### src/podc_pkg.sv
// Purpose: shared constants for the programmable output divider chain
// Assumes: one 40 MHz clock, synchronous active-high reset
// Notes: both ends meet in podc_link_if
//
// Overview of operation
// - output rate is vco over hs times ls
// - vco rate is reference times feedback value
// - feedback value is 11.32 unsigned fixed point
// - high-speed ratio is 11-bit unsigned binary
// - odd high-speed ratios keep duty within one vco tick of 50%
// - host: odd ratios only 5 to 33
// - low-speed ratio is two to exponent
// - exponent 6 or 7 still divides by 32
// - host keeps feedback and hs within limits
// - all divider fields are unsigned
// - host keeps vco inside speed grade window; podc_host checks only the feedback and hs limits, not the vco rate
// - packed register: exponent 6:4, hs 2:0
// - small changes retune without output glitch
// - large changes squelch and calibrate 30 ms
`default_nettype none

package podc_pkg;
    // ---------------------------------------------------------------
    // field widths and packing
    // ---------------------------------------------------------------
    localparam int FB_INT_W = 11;                // integer part width
    localparam int FB_FRAC_W = 32;               // fraction part width
    localparam int FB_W = FB_INT_W + FB_FRAC_W;  // 43 bit value
    localparam int HS_W = 11;                    // high-speed ratio width
    localparam int LS_W = 3;                     // exponent width
    localparam int PACK_LS_LSB = 4;              // exponent at bits 6:4
    localparam int PACK_HS_LSB = 0;              // hs 10:8 at bits 2:0
    localparam logic [2:0] LS_MAX_EXP = 3'h5;    // divide by 32 cap
    // ---------------------------------------------------------------
    // limits
    // ---------------------------------------------------------------
    localparam logic [10:0] HS_MIN = 11'h005;    // 5
    localparam logic [10:0] HS_ODD_MAX = 11'h021; // 33
    localparam logic [10:0] HS_MAX = 11'h7fe;    // 2046
    localparam logic [42:0] FB_MIN = 43'h03c00000000;
    localparam logic [42:0] FB_MAX = 43'h7fdffffffff;
    // glitchless window: 950 ppm of the active feedback value
    localparam int SMALL_PPM = 950;
    // ---------------------------------------------------------------
    // timing
    // ---------------------------------------------------------------
    localparam int CLK_HZ = 40000000;
    localparam int CAL_MS = 30;                  // vco calibration time
    localparam int CAL_CYCLES = CAL_MS * (CLK_HZ / 1000);
    localparam int SETTLE_MS = 40;               // squelch bound
    localparam int SETTLE_CYCLES = SETTLE_MS * (CLK_HZ / 1000);
    // ---------------------------------------------------------------
    // register map seen over apb
    // ---------------------------------------------------------------
    localparam logic [3:0] A_FB_LO = 4'h0;       // feedback bits 31:0
    localparam logic [3:0] A_FB_HI = 4'h4;       // feedback bits 42:32
    localparam logic [3:0] A_HS_LO = 4'h8;       // hs bits 7:0
    localparam logic [3:0] A_PACK = 4'hc;        // packed register
    localparam logic [4:0] A_CMD = 5'h10;        // write 1: commit
    localparam logic [4:0] A_STAT = 5'h14;       // status
    localparam int ST_BUSY = 0;
    localparam int ST_SQUELCH = 1;
    localparam int ST_BADCFG = 2;
endpackage : podc_pkg

`default_nettype wire

### src/podc_link_if.sv
// Purpose: link between host and divider device
// Assumes: same clock on both ends
// Notes: a single-cycle load strobe carries a whole configuration
`default_nettype none

interface podc_link_if;
    logic [42:0] feedback_divide_value;       // 11.32 feedback value
    logic [10:0] high_speed_divide_ratio;     // hs ratio
    logic [2:0] low_speed_divide_exponent;    // ls exponent
    logic load;                               // one-cycle commit
    logic busy;                               // device retuning
    logic squelch;                            // output held low
    modport host (output feedback_divide_value, high_speed_divide_ratio,
        low_speed_divide_exponent, load, input busy, squelch);
    modport dev (input feedback_divide_value, high_speed_divide_ratio,
        low_speed_divide_exponent, load, output busy, squelch);
endinterface : podc_link_if

`default_nettype wire

### src/podc_device.sv
// Purpose: divider chain: phase accumulator vco, hs and ls dividers
// Assumes: vco is modelled as a phase accumulator stepping per clock
// Notes: vco_tick_o is one pulse per vco period of the model
//        odd hs ratios balance only to one vco tick, since the model
//        vco ticks on clk_i edges and has no half-period resolution
//        a large retune holds clk_out_o low until calibration ends
//        a small retune keeps the output running without a squelch
`default_nettype none

module podc_device
    import podc_pkg::*;
#(
    parameter int CAL_CYC = podc_pkg::CAL_CYCLES  // calibration length
) (
    input wire logic clk_i,          // 40 MHz clock
    input wire logic sys_rst_i,      // sync reset, high
    podc_link_if.dev link,           // configuration link
    input wire logic [31:0] ref_step_i, // reference phase step per clk
    output logic clk_out_o,          // divided output clock
    output logic vco_tick_o,         // model vco pulse
    output logic squelched_o         // output held low
);
    import podc_pkg::*;

    // ---------------------------------------------------------------
    // state and datapath
    // ---------------------------------------------------------------
    // retune states: run-small-run and run-cal-run, one bit per step
    typedef enum logic [1:0] {S_RUN = 2'b00, S_SMALL = 2'b01, S_CAL = 2'b10} podc_st_e;
    podc_st_e st_reg;                 // retune state
    logic [42:0] fb_reg;              // active feedback value
    logic [10:0] hs_reg;              // active hs ratio
    logic [2:0] ls_reg;               // active exponent
    logic [63:0] acc_reg;             // vco phase accumulator
    logic [11:0] hs_cnt_reg;          // half-period counter (x2 ticks)
    logic [4:0] ls_cnt_reg;           // ls counter
    logic hs_out_reg;                 // hs stage output
    logic [31:0] cal_cnt_reg;         // calibration timer
    // combinational helpers
    logic [42:0] diff;                // feedback change size
    logic small_chg;                  // within glitchless window
    logic [74:0] step;                // vco phase step
    logic [64:0] acc_sum;
    logic [4:0] ls_mask;
    logic hs_edge;

    // ---------------------------------------------------------------
    // change size and retune state
    // ---------------------------------------------------------------
    // absolute feedback step, then the ppm test; a new hs or ls
    // always counts as large because the output ratio jumps
    always_comb begin
        diff = (link.feedback_divide_value > fb_reg) ?
            link.feedback_divide_value - fb_reg : fb_reg - link.feedback_divide_value;
        small_chg = ({32'h0, diff} * 75'(1000000)) <= ({32'h0, fb_reg} * 75'(SMALL_PPM))
            && link.high_speed_divide_ratio == hs_reg
            && link.low_speed_divide_exponent == ls_reg;
    end

    // configuration capture, unsigned fields only
    // fields are taken only on the load strobe, so a half-written
    // setting never reaches the dividers
    always_ff @(posedge clk_i) begin
        if (sys_rst_i) begin
            fb_reg <= FB_MIN;
            hs_reg <= HS_MIN;
            ls_reg <= 3'h0;
        end else if (link.load) begin
            fb_reg <= link.feedback_divide_value;
            hs_reg <= link.high_speed_divide_ratio;
            ls_reg <= link.low_speed_divide_exponent;
        end
    end

    // ---------------------------------------------------------------
    // retune sequencer
    // ---------------------------------------------------------------
    // small change: two busy cycles, output keeps running
    // large change: squelch while the calibration timer runs
    always_ff @(posedge clk_i) begin
        if (sys_rst_i) begin
            st_reg <= S_RUN;
            cal_cnt_reg <= 32'h0;
        end else begin
            unique case (st_reg)
                S_RUN: begin
                    // new setting: pick the retune path
                    if (link.load) begin
                        st_reg <= small_chg ? S_SMALL : S_CAL;
                        cal_cnt_reg <= 32'h0;
                    end
                end
                // glitchless path: let one cycle pass
                S_SMALL: begin
                    st_reg <= S_RUN;       // glitchless, no squelch
                end
                S_CAL: begin
                    // count calibration cycles, leave on the last
                    cal_cnt_reg <= cal_cnt_reg + 32'h1;
                    if (cal_cnt_reg >= 32'(CAL_CYC - 1)) begin
                        st_reg <= S_RUN;
                    end
                end
                // unused code: recover to run
                default: st_reg <= S_RUN;
            endcase
        end
    end

    // ---------------------------------------------------------------
    // vco model: phase step = ref step times feedback value
    // ---------------------------------------------------------------
    // 64-bit phase accumulator, carry out is one vco period
    // step: 11.32 feedback value times the reference step
    always_comb begin
        step = {32'h0, fb_reg} * {43'h0, ref_step_i};
        acc_sum = {1'b0, acc_reg} + {1'b0, step[63:0]};
    end

    // accumulate phase, register the carry as the tick
    // the reference step is a level, so the rate follows it
    always_ff @(posedge clk_i) begin
        if (sys_rst_i) begin
            acc_reg <= 64'h0;
            vco_tick_o <= 1'b0;
        end else begin
            acc_reg <= acc_sum[63:0];
            vco_tick_o <= acc_sum[64];
        end
    end

    // ---------------------------------------------------------------
    // hs divider: counts half periods of doubled ticks, so odd ratios
    // toggle after (ratio+1)/2 and (ratio-1)/2 ticks in turn, within one tick of 50% duty
    // ---------------------------------------------------------------
    // the counter advances by two per tick and wraps at the ratio,
    // so toggles fall every ratio/2 ticks on average
    // held in reset during calibration so it restarts cleanly
    // the extra counter bit keeps the sum from wrapping at 2046
    always_ff @(posedge clk_i) begin
        if (sys_rst_i || st_reg == S_CAL) begin
            hs_cnt_reg <= 12'h0;
            hs_out_reg <= 1'b0;
        end else if (vco_tick_o) begin
            // half period complete: wrap and toggle
            if (hs_cnt_reg + 12'h2 >= {1'b0, hs_reg}) begin
                hs_cnt_reg <= hs_cnt_reg + 12'h2 - {1'b0, hs_reg};
                hs_out_reg <= ~hs_out_reg;
            end else begin
                hs_cnt_reg <= hs_cnt_reg + 12'h2;
            end
        end
    end
    // falling hs edge: one full hs period has passed
    assign hs_edge = vco_tick_o && (hs_cnt_reg + 12'h2 >= {1'b0, hs_reg}) && hs_out_reg;

    // ---------------------------------------------------------------
    // ls divider: power of two, capped at 32
    // (second stage after hs, so the two ratios multiply)
    // ---------------------------------------------------------------
    // mask of counter bits: toggle when all of them are set
    // exponents above five are capped to divide by 32
    always_comb begin
        unique case ((ls_reg > LS_MAX_EXP) ? LS_MAX_EXP : ls_reg)
            3'h0: ls_mask = 5'h00;
            3'h1: ls_mask = 5'h00;
            3'h2: ls_mask = 5'h01;
            3'h3: ls_mask = 5'h03;
            3'h4: ls_mask = 5'h07;
            default: ls_mask = 5'h0f;
        endcase
    end

    // counts hs periods; exponent zero passes the hs output through
    // held low and restarted while squelched
    always_ff @(posedge clk_i) begin
        if (sys_rst_i || st_reg == S_CAL) begin
            ls_cnt_reg <= 5'h0;
            clk_out_o <= 1'b0;
        end else if (ls_reg == 3'h0) begin
            clk_out_o <= hs_out_reg;
        end else if (hs_edge) begin
            ls_cnt_reg <= (ls_cnt_reg & ls_mask) == ls_mask ? 5'h0 : ls_cnt_reg + 5'h1;
            if ((ls_cnt_reg & ls_mask) == ls_mask) begin
                clk_out_o <= ~clk_out_o;
            end
        end
    end

    // ---------------------------------------------------------------
    // status toward host and pins
    // ---------------------------------------------------------------
    // busy is set from load itself and rises the cycle after the load pulse, so the host sees it
    // before it could commit again
    always_ff @(posedge clk_i) begin
        if (sys_rst_i) begin
            squelched_o <= 1'b0;
            link.busy <= 1'b0;
            link.squelch <= 1'b0;
        end else begin
            squelched_o <= st_reg == S_CAL;
            link.busy <= st_reg != S_RUN || link.load;
            link.squelch <= st_reg == S_CAL;
        end
    end
endmodule : podc_device

`default_nettype wire

### src/flat_wrapper.sv
// flat-port wrapper written by rule: the top's interface ports become plain ports
module podc_device_flat import podc_pkg::*;
#(
    parameter int CAL_CYC = podc_pkg::CAL_CYCLES                       
)
  (clk_i, sys_rst_i, ref_step_i, clk_out_o, vco_tick_o, squelched_o, link_feedback_divide_value, link_high_speed_divide_ratio, link_low_speed_divide_exponent, link_load, link_busy, link_squelch);
  podc_link_if link_i ();
  input wire logic clk_i;
  input wire logic sys_rst_i;
  input wire logic [31:0] ref_step_i;
  output logic clk_out_o;
  output logic vco_tick_o;
  output logic squelched_o;
  input wire logic [$bits(link_i.feedback_divide_value)-1:0] link_feedback_divide_value;
  input wire logic [$bits(link_i.high_speed_divide_ratio)-1:0] link_high_speed_divide_ratio;
  input wire logic [$bits(link_i.low_speed_divide_exponent)-1:0] link_low_speed_divide_exponent;
  input wire logic [$bits(link_i.load)-1:0] link_load;
  output wire logic [$bits(link_i.busy)-1:0] link_busy;
  output wire logic [$bits(link_i.squelch)-1:0] link_squelch;
  assign link_i.feedback_divide_value = link_feedback_divide_value;
  assign link_i.high_speed_divide_ratio = link_high_speed_divide_ratio;
  assign link_i.low_speed_divide_exponent = link_low_speed_divide_exponent;
  assign link_i.load = link_load;
  assign link_busy = link_i.busy;
  assign link_squelch = link_i.squelch;
  podc_device #(.CAL_CYC(CAL_CYC)) u_core (.clk_i(clk_i), .sys_rst_i(sys_rst_i), .link(link_i), .ref_step_i(ref_step_i), .clk_out_o(clk_out_o), .vco_tick_o(vco_tick_o), .squelched_o(squelched_o));
endmodule
### config.mk
export PLATFORM = sky130hd
export DESIGN_NAME = podc_device_flat
export DESIGN_NICKNAME = d
export VERILOG_FILES = /design/src/podc_pkg.sv /design/src/podc_link_if.sv /design/src/podc_device.sv /design/src/flat_wrapper.sv
export SDC_FILE = /design/constraint.sdc
export NUM_CORES = 2
export LEC_CHECK = 0
export ABC_AREA = 1
export BUFFER_PORTS_ARGS = -buffer_cell sky130_fd_sc_hd__buf_2
export CAP_MARGIN = 20
export CORE_UTILIZATION = 55
export DETAILED_ROUTE_END_ITERATION = 10
export PLACE_DENSITY_LB_ADDON = 0.15
export SYNTH_ARGS = -nofsm -noshare
export SYNTH_HDL_FRONTEND = slang
export SYNTH_SLANG_ARGS = --single-unit
### constraint.sdc
create_clock -name clk_i -period 9.77 [get_ports clk_i]
set_input_delay 1.954 -clock clk_i [delete_from_list [all_inputs] [get_ports clk_i]]
set_output_delay 1.954 -clock clk_i [all_outputs]
set_load 0.02 [all_outputs]
== After elaboration in Yosys (flattened, before gate mapping) ==
Cells that the tools add are included.
Storage, ports and cells
  register bits: 177
  latch bits: 0
  bits in writable memories: 0
  ROM bits: 0
  bits of input ports: 92
  output and inout port bits: 5
  logic and storage cells: 75
  memories kept: 0
Cells by class
  $add $sub $neg: 7
  $mul: 3
  div/mod/pow operators: 0
  order comparisons: 5
  equal/unequal tests: 10
  shifts and indexed selects: 0
  multiplexer cells: 14
  bitwise operators: 4
  reduce and logical (&&, ||, !) cells: 19
Operators by type and width (count)
  $sub A43 B43 Y43: 2
  $add A64 B64 Y65: 1
  $mul A43 B32 Y64: 1
  $pmux W32 S2: 1
  $le A63 B53 Y1: 1
  $mul A43 B14 Y57 const B: 1
  $mul A43 B9 Y52 const B: 1
  $gt A43 B43 Y1: 1
  $mux W43: 1
  $add A32 B1 Y32 const B: 1
  $ge A32 B21 Y1 const B: 1
  $mux W32: 1
  $pmux W4 S4: 1
  $add A12 B2 Y12 const B: 1
  $ge A12 B11 Y1: 1
  $mux W12: 1
  $sub A12 B11 Y12: 1
  $eq A11 B11 Y1: 1
  $reduce_and A2 Y1: 5
  $reduce_bool A2 Y1: 4
  $eq A3 B2 Y1 const B: 2
  $logic_not A3 Y1: 2
  $mux W2: 3
  $add A5 B1 Y5 const B: 1
  other kinds (18): 26

== Logic depth before layout (Yosys ltp) ==
  depth after elaboration: 10
  gate-level depth with buffers: 61
  depth with buffers taken out: 58

== Worst setup path after synthesis ==
Ideal clock, no wire load.
  path kind: input to register
  start point: input port ref_step_i[2]
  end point: register u_core.acc_reg[63]
  library setup time: 0.070 ns
  arrival time: 10.163 ns
  required time: 9.700 ns
  path slack: -0.462 ns
  stages on the path: 44
  buffers on the path: 2
  cells stage by stage: clkbuf_1 clkbuf_1 nand2_1 fa_1 inv_1 fa_1 inv_1 fa_1 inv_1 fa_1 inv_1 fa_1 inv_1 fa_1 fa_1 inv_1 fa_1 inv_1 (+8 left out) o21ai_0 a21oi_1 xnor2_1 ha_1 nand2_1 nor2_1 inv_1 nor2_1 inv_1 nor4_1 nand3_1 nand3_1 nand2_1 o211ai_1 a21oi_1 o21ai_0 o21ai_0 a21oi_1
Between the ends
  cells in the longest elaborated chain, start to end: 2
Ends and longest elaborated chain
  from (decl): RTL line flat_wrapper.sv:10  | input wire logic [31:0] ref_step_i;
  $mul A43 B32 Y64: RTL line podc_device.sv:116  | step = {32'h0, fb_reg} * {43'h0, ref_step_i};
  $add A64 B64 Y65: RTL line podc_device.sv:117  | acc_sum = {1'b0, acc_reg} + {1'b0, step[63:0]};
  to (signal assigned): RTL line podc_device.sv:127  | acc_reg <= acc_sum[63:0];
  to (decl): RTL line podc_device.sv:34  | logic [63:0] acc_reg;
No other way between the ends.
A chain may end at the register's enable or synchronous reset.

== Worst setup path after layout ==
  start point: input port link_feedback_divide_value[38]
  end point: register u_core.st_reg[1]
Between the ends
  cells in the longest elaborated chain, start to end: 9
  elaborated cells between the ends (all ways): 11
  those cells by class: add/sub: 2; mul: 1; order compare: 2; mux: 4; reduce/logical: 2
Ends and longest elaborated chain
  from (decl): RTL line flat_wrapper.sv:14  | input wire logic [$bits(link_i.feedback_divide_value)-1:0] link_feedback_divide_value;
  $sub A43 B43 Y43 or $gt A43 B43 Y1 (tied branches): RTL line podc_device.sv:54, podc_device.sv:53
  $mux W43 *: RTL line podc_device.sv:53  | diff = (link.feedback_divide_value > fb_reg) ?
  $mul A43 B14 Y57 *: RTL line podc_device.sv:55  | small_chg = ({32'h0, diff} * 75'(1000000)) <= ({32'h0, fb_reg} * 75'(SMALL_PPM))
  $le A63 B53 Y1 *: RTL line podc_device.sv:55
  $logic_and A1 B1 Y1 *: RTL line podc_device.sv:56  | && link.high_speed_divide_ratio == hs_reg
  $logic_and A1 B1 Y1 *: RTL line podc_device.sv:57  | && link.low_speed_divide_exponent == ls_reg;
  $mux W2 *: RTL line podc_device.sv:89  | st_reg <= small_chg ? S_SMALL : S_CAL;
  $mux W2 *: RTL line podc_device.sv:88  | if (link.load) begin
  $pmux W2 S2 *: RTL line podc_device.sv:85  | unique case (st_reg)
  to (signal assigned): RTL line podc_device.sv:89
  to (decl): RTL line podc_device.sv:30  | podc_st_e st_reg;
Mark *: on every way between the ends. The rest lies on a longest branch, timed or not. The select of a mux whose other input is x is not followed.

==> flow_metrics.py <==
metrics = {
    "clock_network": {
        "cts_tree": "yes",
        "cts_sinks": 176,
        "numCtsBuffers": 17,
        "root_buffer": "clkbuf_16",
        "ctsHoldBuffers": 0,
        "htreeDepth": 4,
        "insertion_delay_ps": 530,
        "clk_pin_slew_ps": 100,
        "cts_buffer_depth": 2,
    },
    "sta": {
        "hold_viol_final": 0,
        "worstMarginPinSlew_ps": 1060,
        "grt_setup_unrepaired": "yes",
        "tns_ps": -6210,
        "finalCriticalPeriod_ps": 10380,
        "setup_slack_ps": -610,
        "maxSlewHeadroom_pct": 29.5,
        "skew_ps": 35.3,
        "finalSetupViolCount": 23,
        "fmax_mhz": 96.3,
        "fin_crit_sh_pct": 106,
        "drv_slew": 0,
    },
    "die": {
        "core_um2": 136000,
        "die_area_um2": 139000,
        "pin_count": 97,
        "fp.dieW_um": 373,
        "die_h_um": 373,
        "num_rows": 135,
        "initial_core_util_pct": 55.6,
    },
    "critical_path": {
        "cp-end-kind": "flip-flop",
        "worstPathRequired_ps": 10150,
        "criticalPathCategory": "input port to flip-flop",
        "path_max_fanout": 8,
        "cp-start-kind": "input port",
        "crit_top_cell": "inv_1",
        "cp_slowest_stage_delay_ps": 520,
        "cp_slowest_cell": "fa_1",
        "cp_data_arrival_time_ps": 10760,
    },
    "finish": {
        "layout-drive-gt1-share_pct": 27.3,
        "seqCellArea_um2": 3570,
        "finalInstanceArea_um2": 99200,
        "area_growth_pct": 31.1,
        "fillCellCount": 10528,
        "largest_reg_flops": 64,
        "multi_input_area_um2": 67700,
        "layout.nets": 13698,
        "fin_util_pct": 73.0,
    },
    "synth": {
        "syn_nets": 12185,
        "ys_types": 64,
        "syn_inst": 9831,
        "synth_top_area_share_pct": 41.0,
        "synth_edf_count": 0,
        "synth_area_leaders": "fa_1, inv_1, ha_1",
        "ys.flop_type": "dfxtp_1",
        "avgSynthCellArea_um2": 7.70,
        "async_reset_ff_share_pct": 0,
        "synth_top_area_cell": "fa_1",
        "ys_seq_area_share_pct": 4.66,
        "ys_ff_latch": 176,
        "netlist_area_um2": 75700,
        "yosys_warnings": 0,
    },
    "grt": {
        "grt_pass1_vias": 76424,
        "grt_pass1_wl_mm": 422,
        "antenna_found_initial": 18,
        "grt_max_degree": 84,
        "track_usage_pct": 39.3,
        "gr-total-overflow": 0,
    },
    "routing": {
        "vias_per_cell": 5.46,
        "drc": 0,
        "totalWireLength_mm": 275,
        "avgRoutedWirePerCell_um": 20.9,
        "antenna_left": 0,
        "drt_iter0_drc": 4830,
        "drtPass1Iterations": 7,
        "vias": 71834,
    },
    "hold_path": {
        "hold_path.class": "flip-flop to flip-flop",
    },
    "status": {
        "violations": "negative setup slack",
        "status": "complete, but fails checks",
    },
    "placed_design": {
        "place_congestion": 1.06,
        "portBuffers": 96,
        "postPlaceCellArea_um2": 89100,
        "dp_hpwl_mm": 228,
        "post-place-ws_ps": -3120,
    },
    "job": {
        "max_cap_viol_count": 0,
    },
}
## cell type report
class | count | share of cell area (%)
antenna | 7 | 0.0177
clock buffer | 17 | 0.429
clock inverter | 15 | 0.195
inverter | 2563 | 9.71
multi-input combinational | 6731 | 68.3
sequential | 176 | 3.60
tap | 1781 | 2.25
timing repair buffer | 1855 | 15.5
## critical path, delay by kind of cell
kind,cells,cell delay [ps]
adders and majority gates,8,3120
and+or+nand+nor,18,2250
buffers and inverters,14,1630
AOI/OAI and AO/OA,7,1050
xor gates and xnor gates,2,450
muxes,1,220
## cell usage after synthesis (all sizes together) (29+ instances only)
cell    number
a21oi      629
a31oi       63
clkbuf     338
dfxtp      176
fa        1548
ha         714
inv       2560
nand2     2108
nand3      118
nand4       38
nor2       526
nor3        47
o211ai      29
o21a        52
o21ai      383
xnor2      101
xor2       171
## metal layers
metal | part of all wire [%] | GRT usage, % | vias to the layer above | wire (um)
li1 | - | - | 32294 | -
met5 | 0.044 | 0 | - | 121
met4 | 8.0 | 25.9 | 18 | 21900
met2 | 49 | 67.9 | 2847 | 136000
met1 | 36 | 45.1 | 35686 | 98400
met3 | 6.8 | 6.29 | 989 | 18800
## stage by stage
stage / cells / hold slack (ps)
after floorplan: 9831 / 432
after global placement: 12854 / 452
after detailed placement: 12855 / 458
after CTS: 13020 / 472
after global routing: 13139 / 500
final: 13145 / 475
## cells in the final DEF (no fill, tap or decap), drive strengths merged, types with 171 or more instances in the layout
master and instances:
a21oi 629, nand2 2108, nor2 526, o21ai 383, buf 1845, xor2 171, inv 2572, fa 1548
dfxtp 176, ha 714
## logic make-up after synthesis
logic type | Yosys count | synth area share [%]
buf+inv | 2924 | 14.6
simple gates | 2883 | 15.0
fa+ha+maj | 2262 | 52.8
compound gates | 1299 | 9.57
xor+xnor | 272 | 3.26
flops | 176 | 4.66
mux | 15 | 0.198
## worst paths after layout
path / startpoint / endpoint / slack (ps) / cells past startpoint
min: u_core.cal_cnt_reg[10]$_SDFFE_PP0P_ / u_core.cal_cnt_reg[10]$_SDFFE_PP0P_ / 470 / 1
max reg2reg: u_core.fb_reg[25]$_SDFFE_PP0P_ / u_core.st_reg[1]$_SDFFE_PP0P_ / 110 / 49
min reg2reg: u_core.cal_cnt_reg[10]$_SDFFE_PP0P_ / u_core.cal_cnt_reg[10]$_SDFFE_PP0P_ / 470 / 1
max: link_feedback_divide_value[38] / u_core.st_reg[1]$_SDFFE_PP0P_ / -610 / 50
## timing repair
action,CTS,global route
resized for setup,873,870
cloned,8,2
setup endpoints to repair,46,46
setup buffers,130,129
pin swaps,307,518
Power is left out: the tool's default activity adds up to more than one toggle a clock period on the data nets, which glitch-free logic cannot reach.
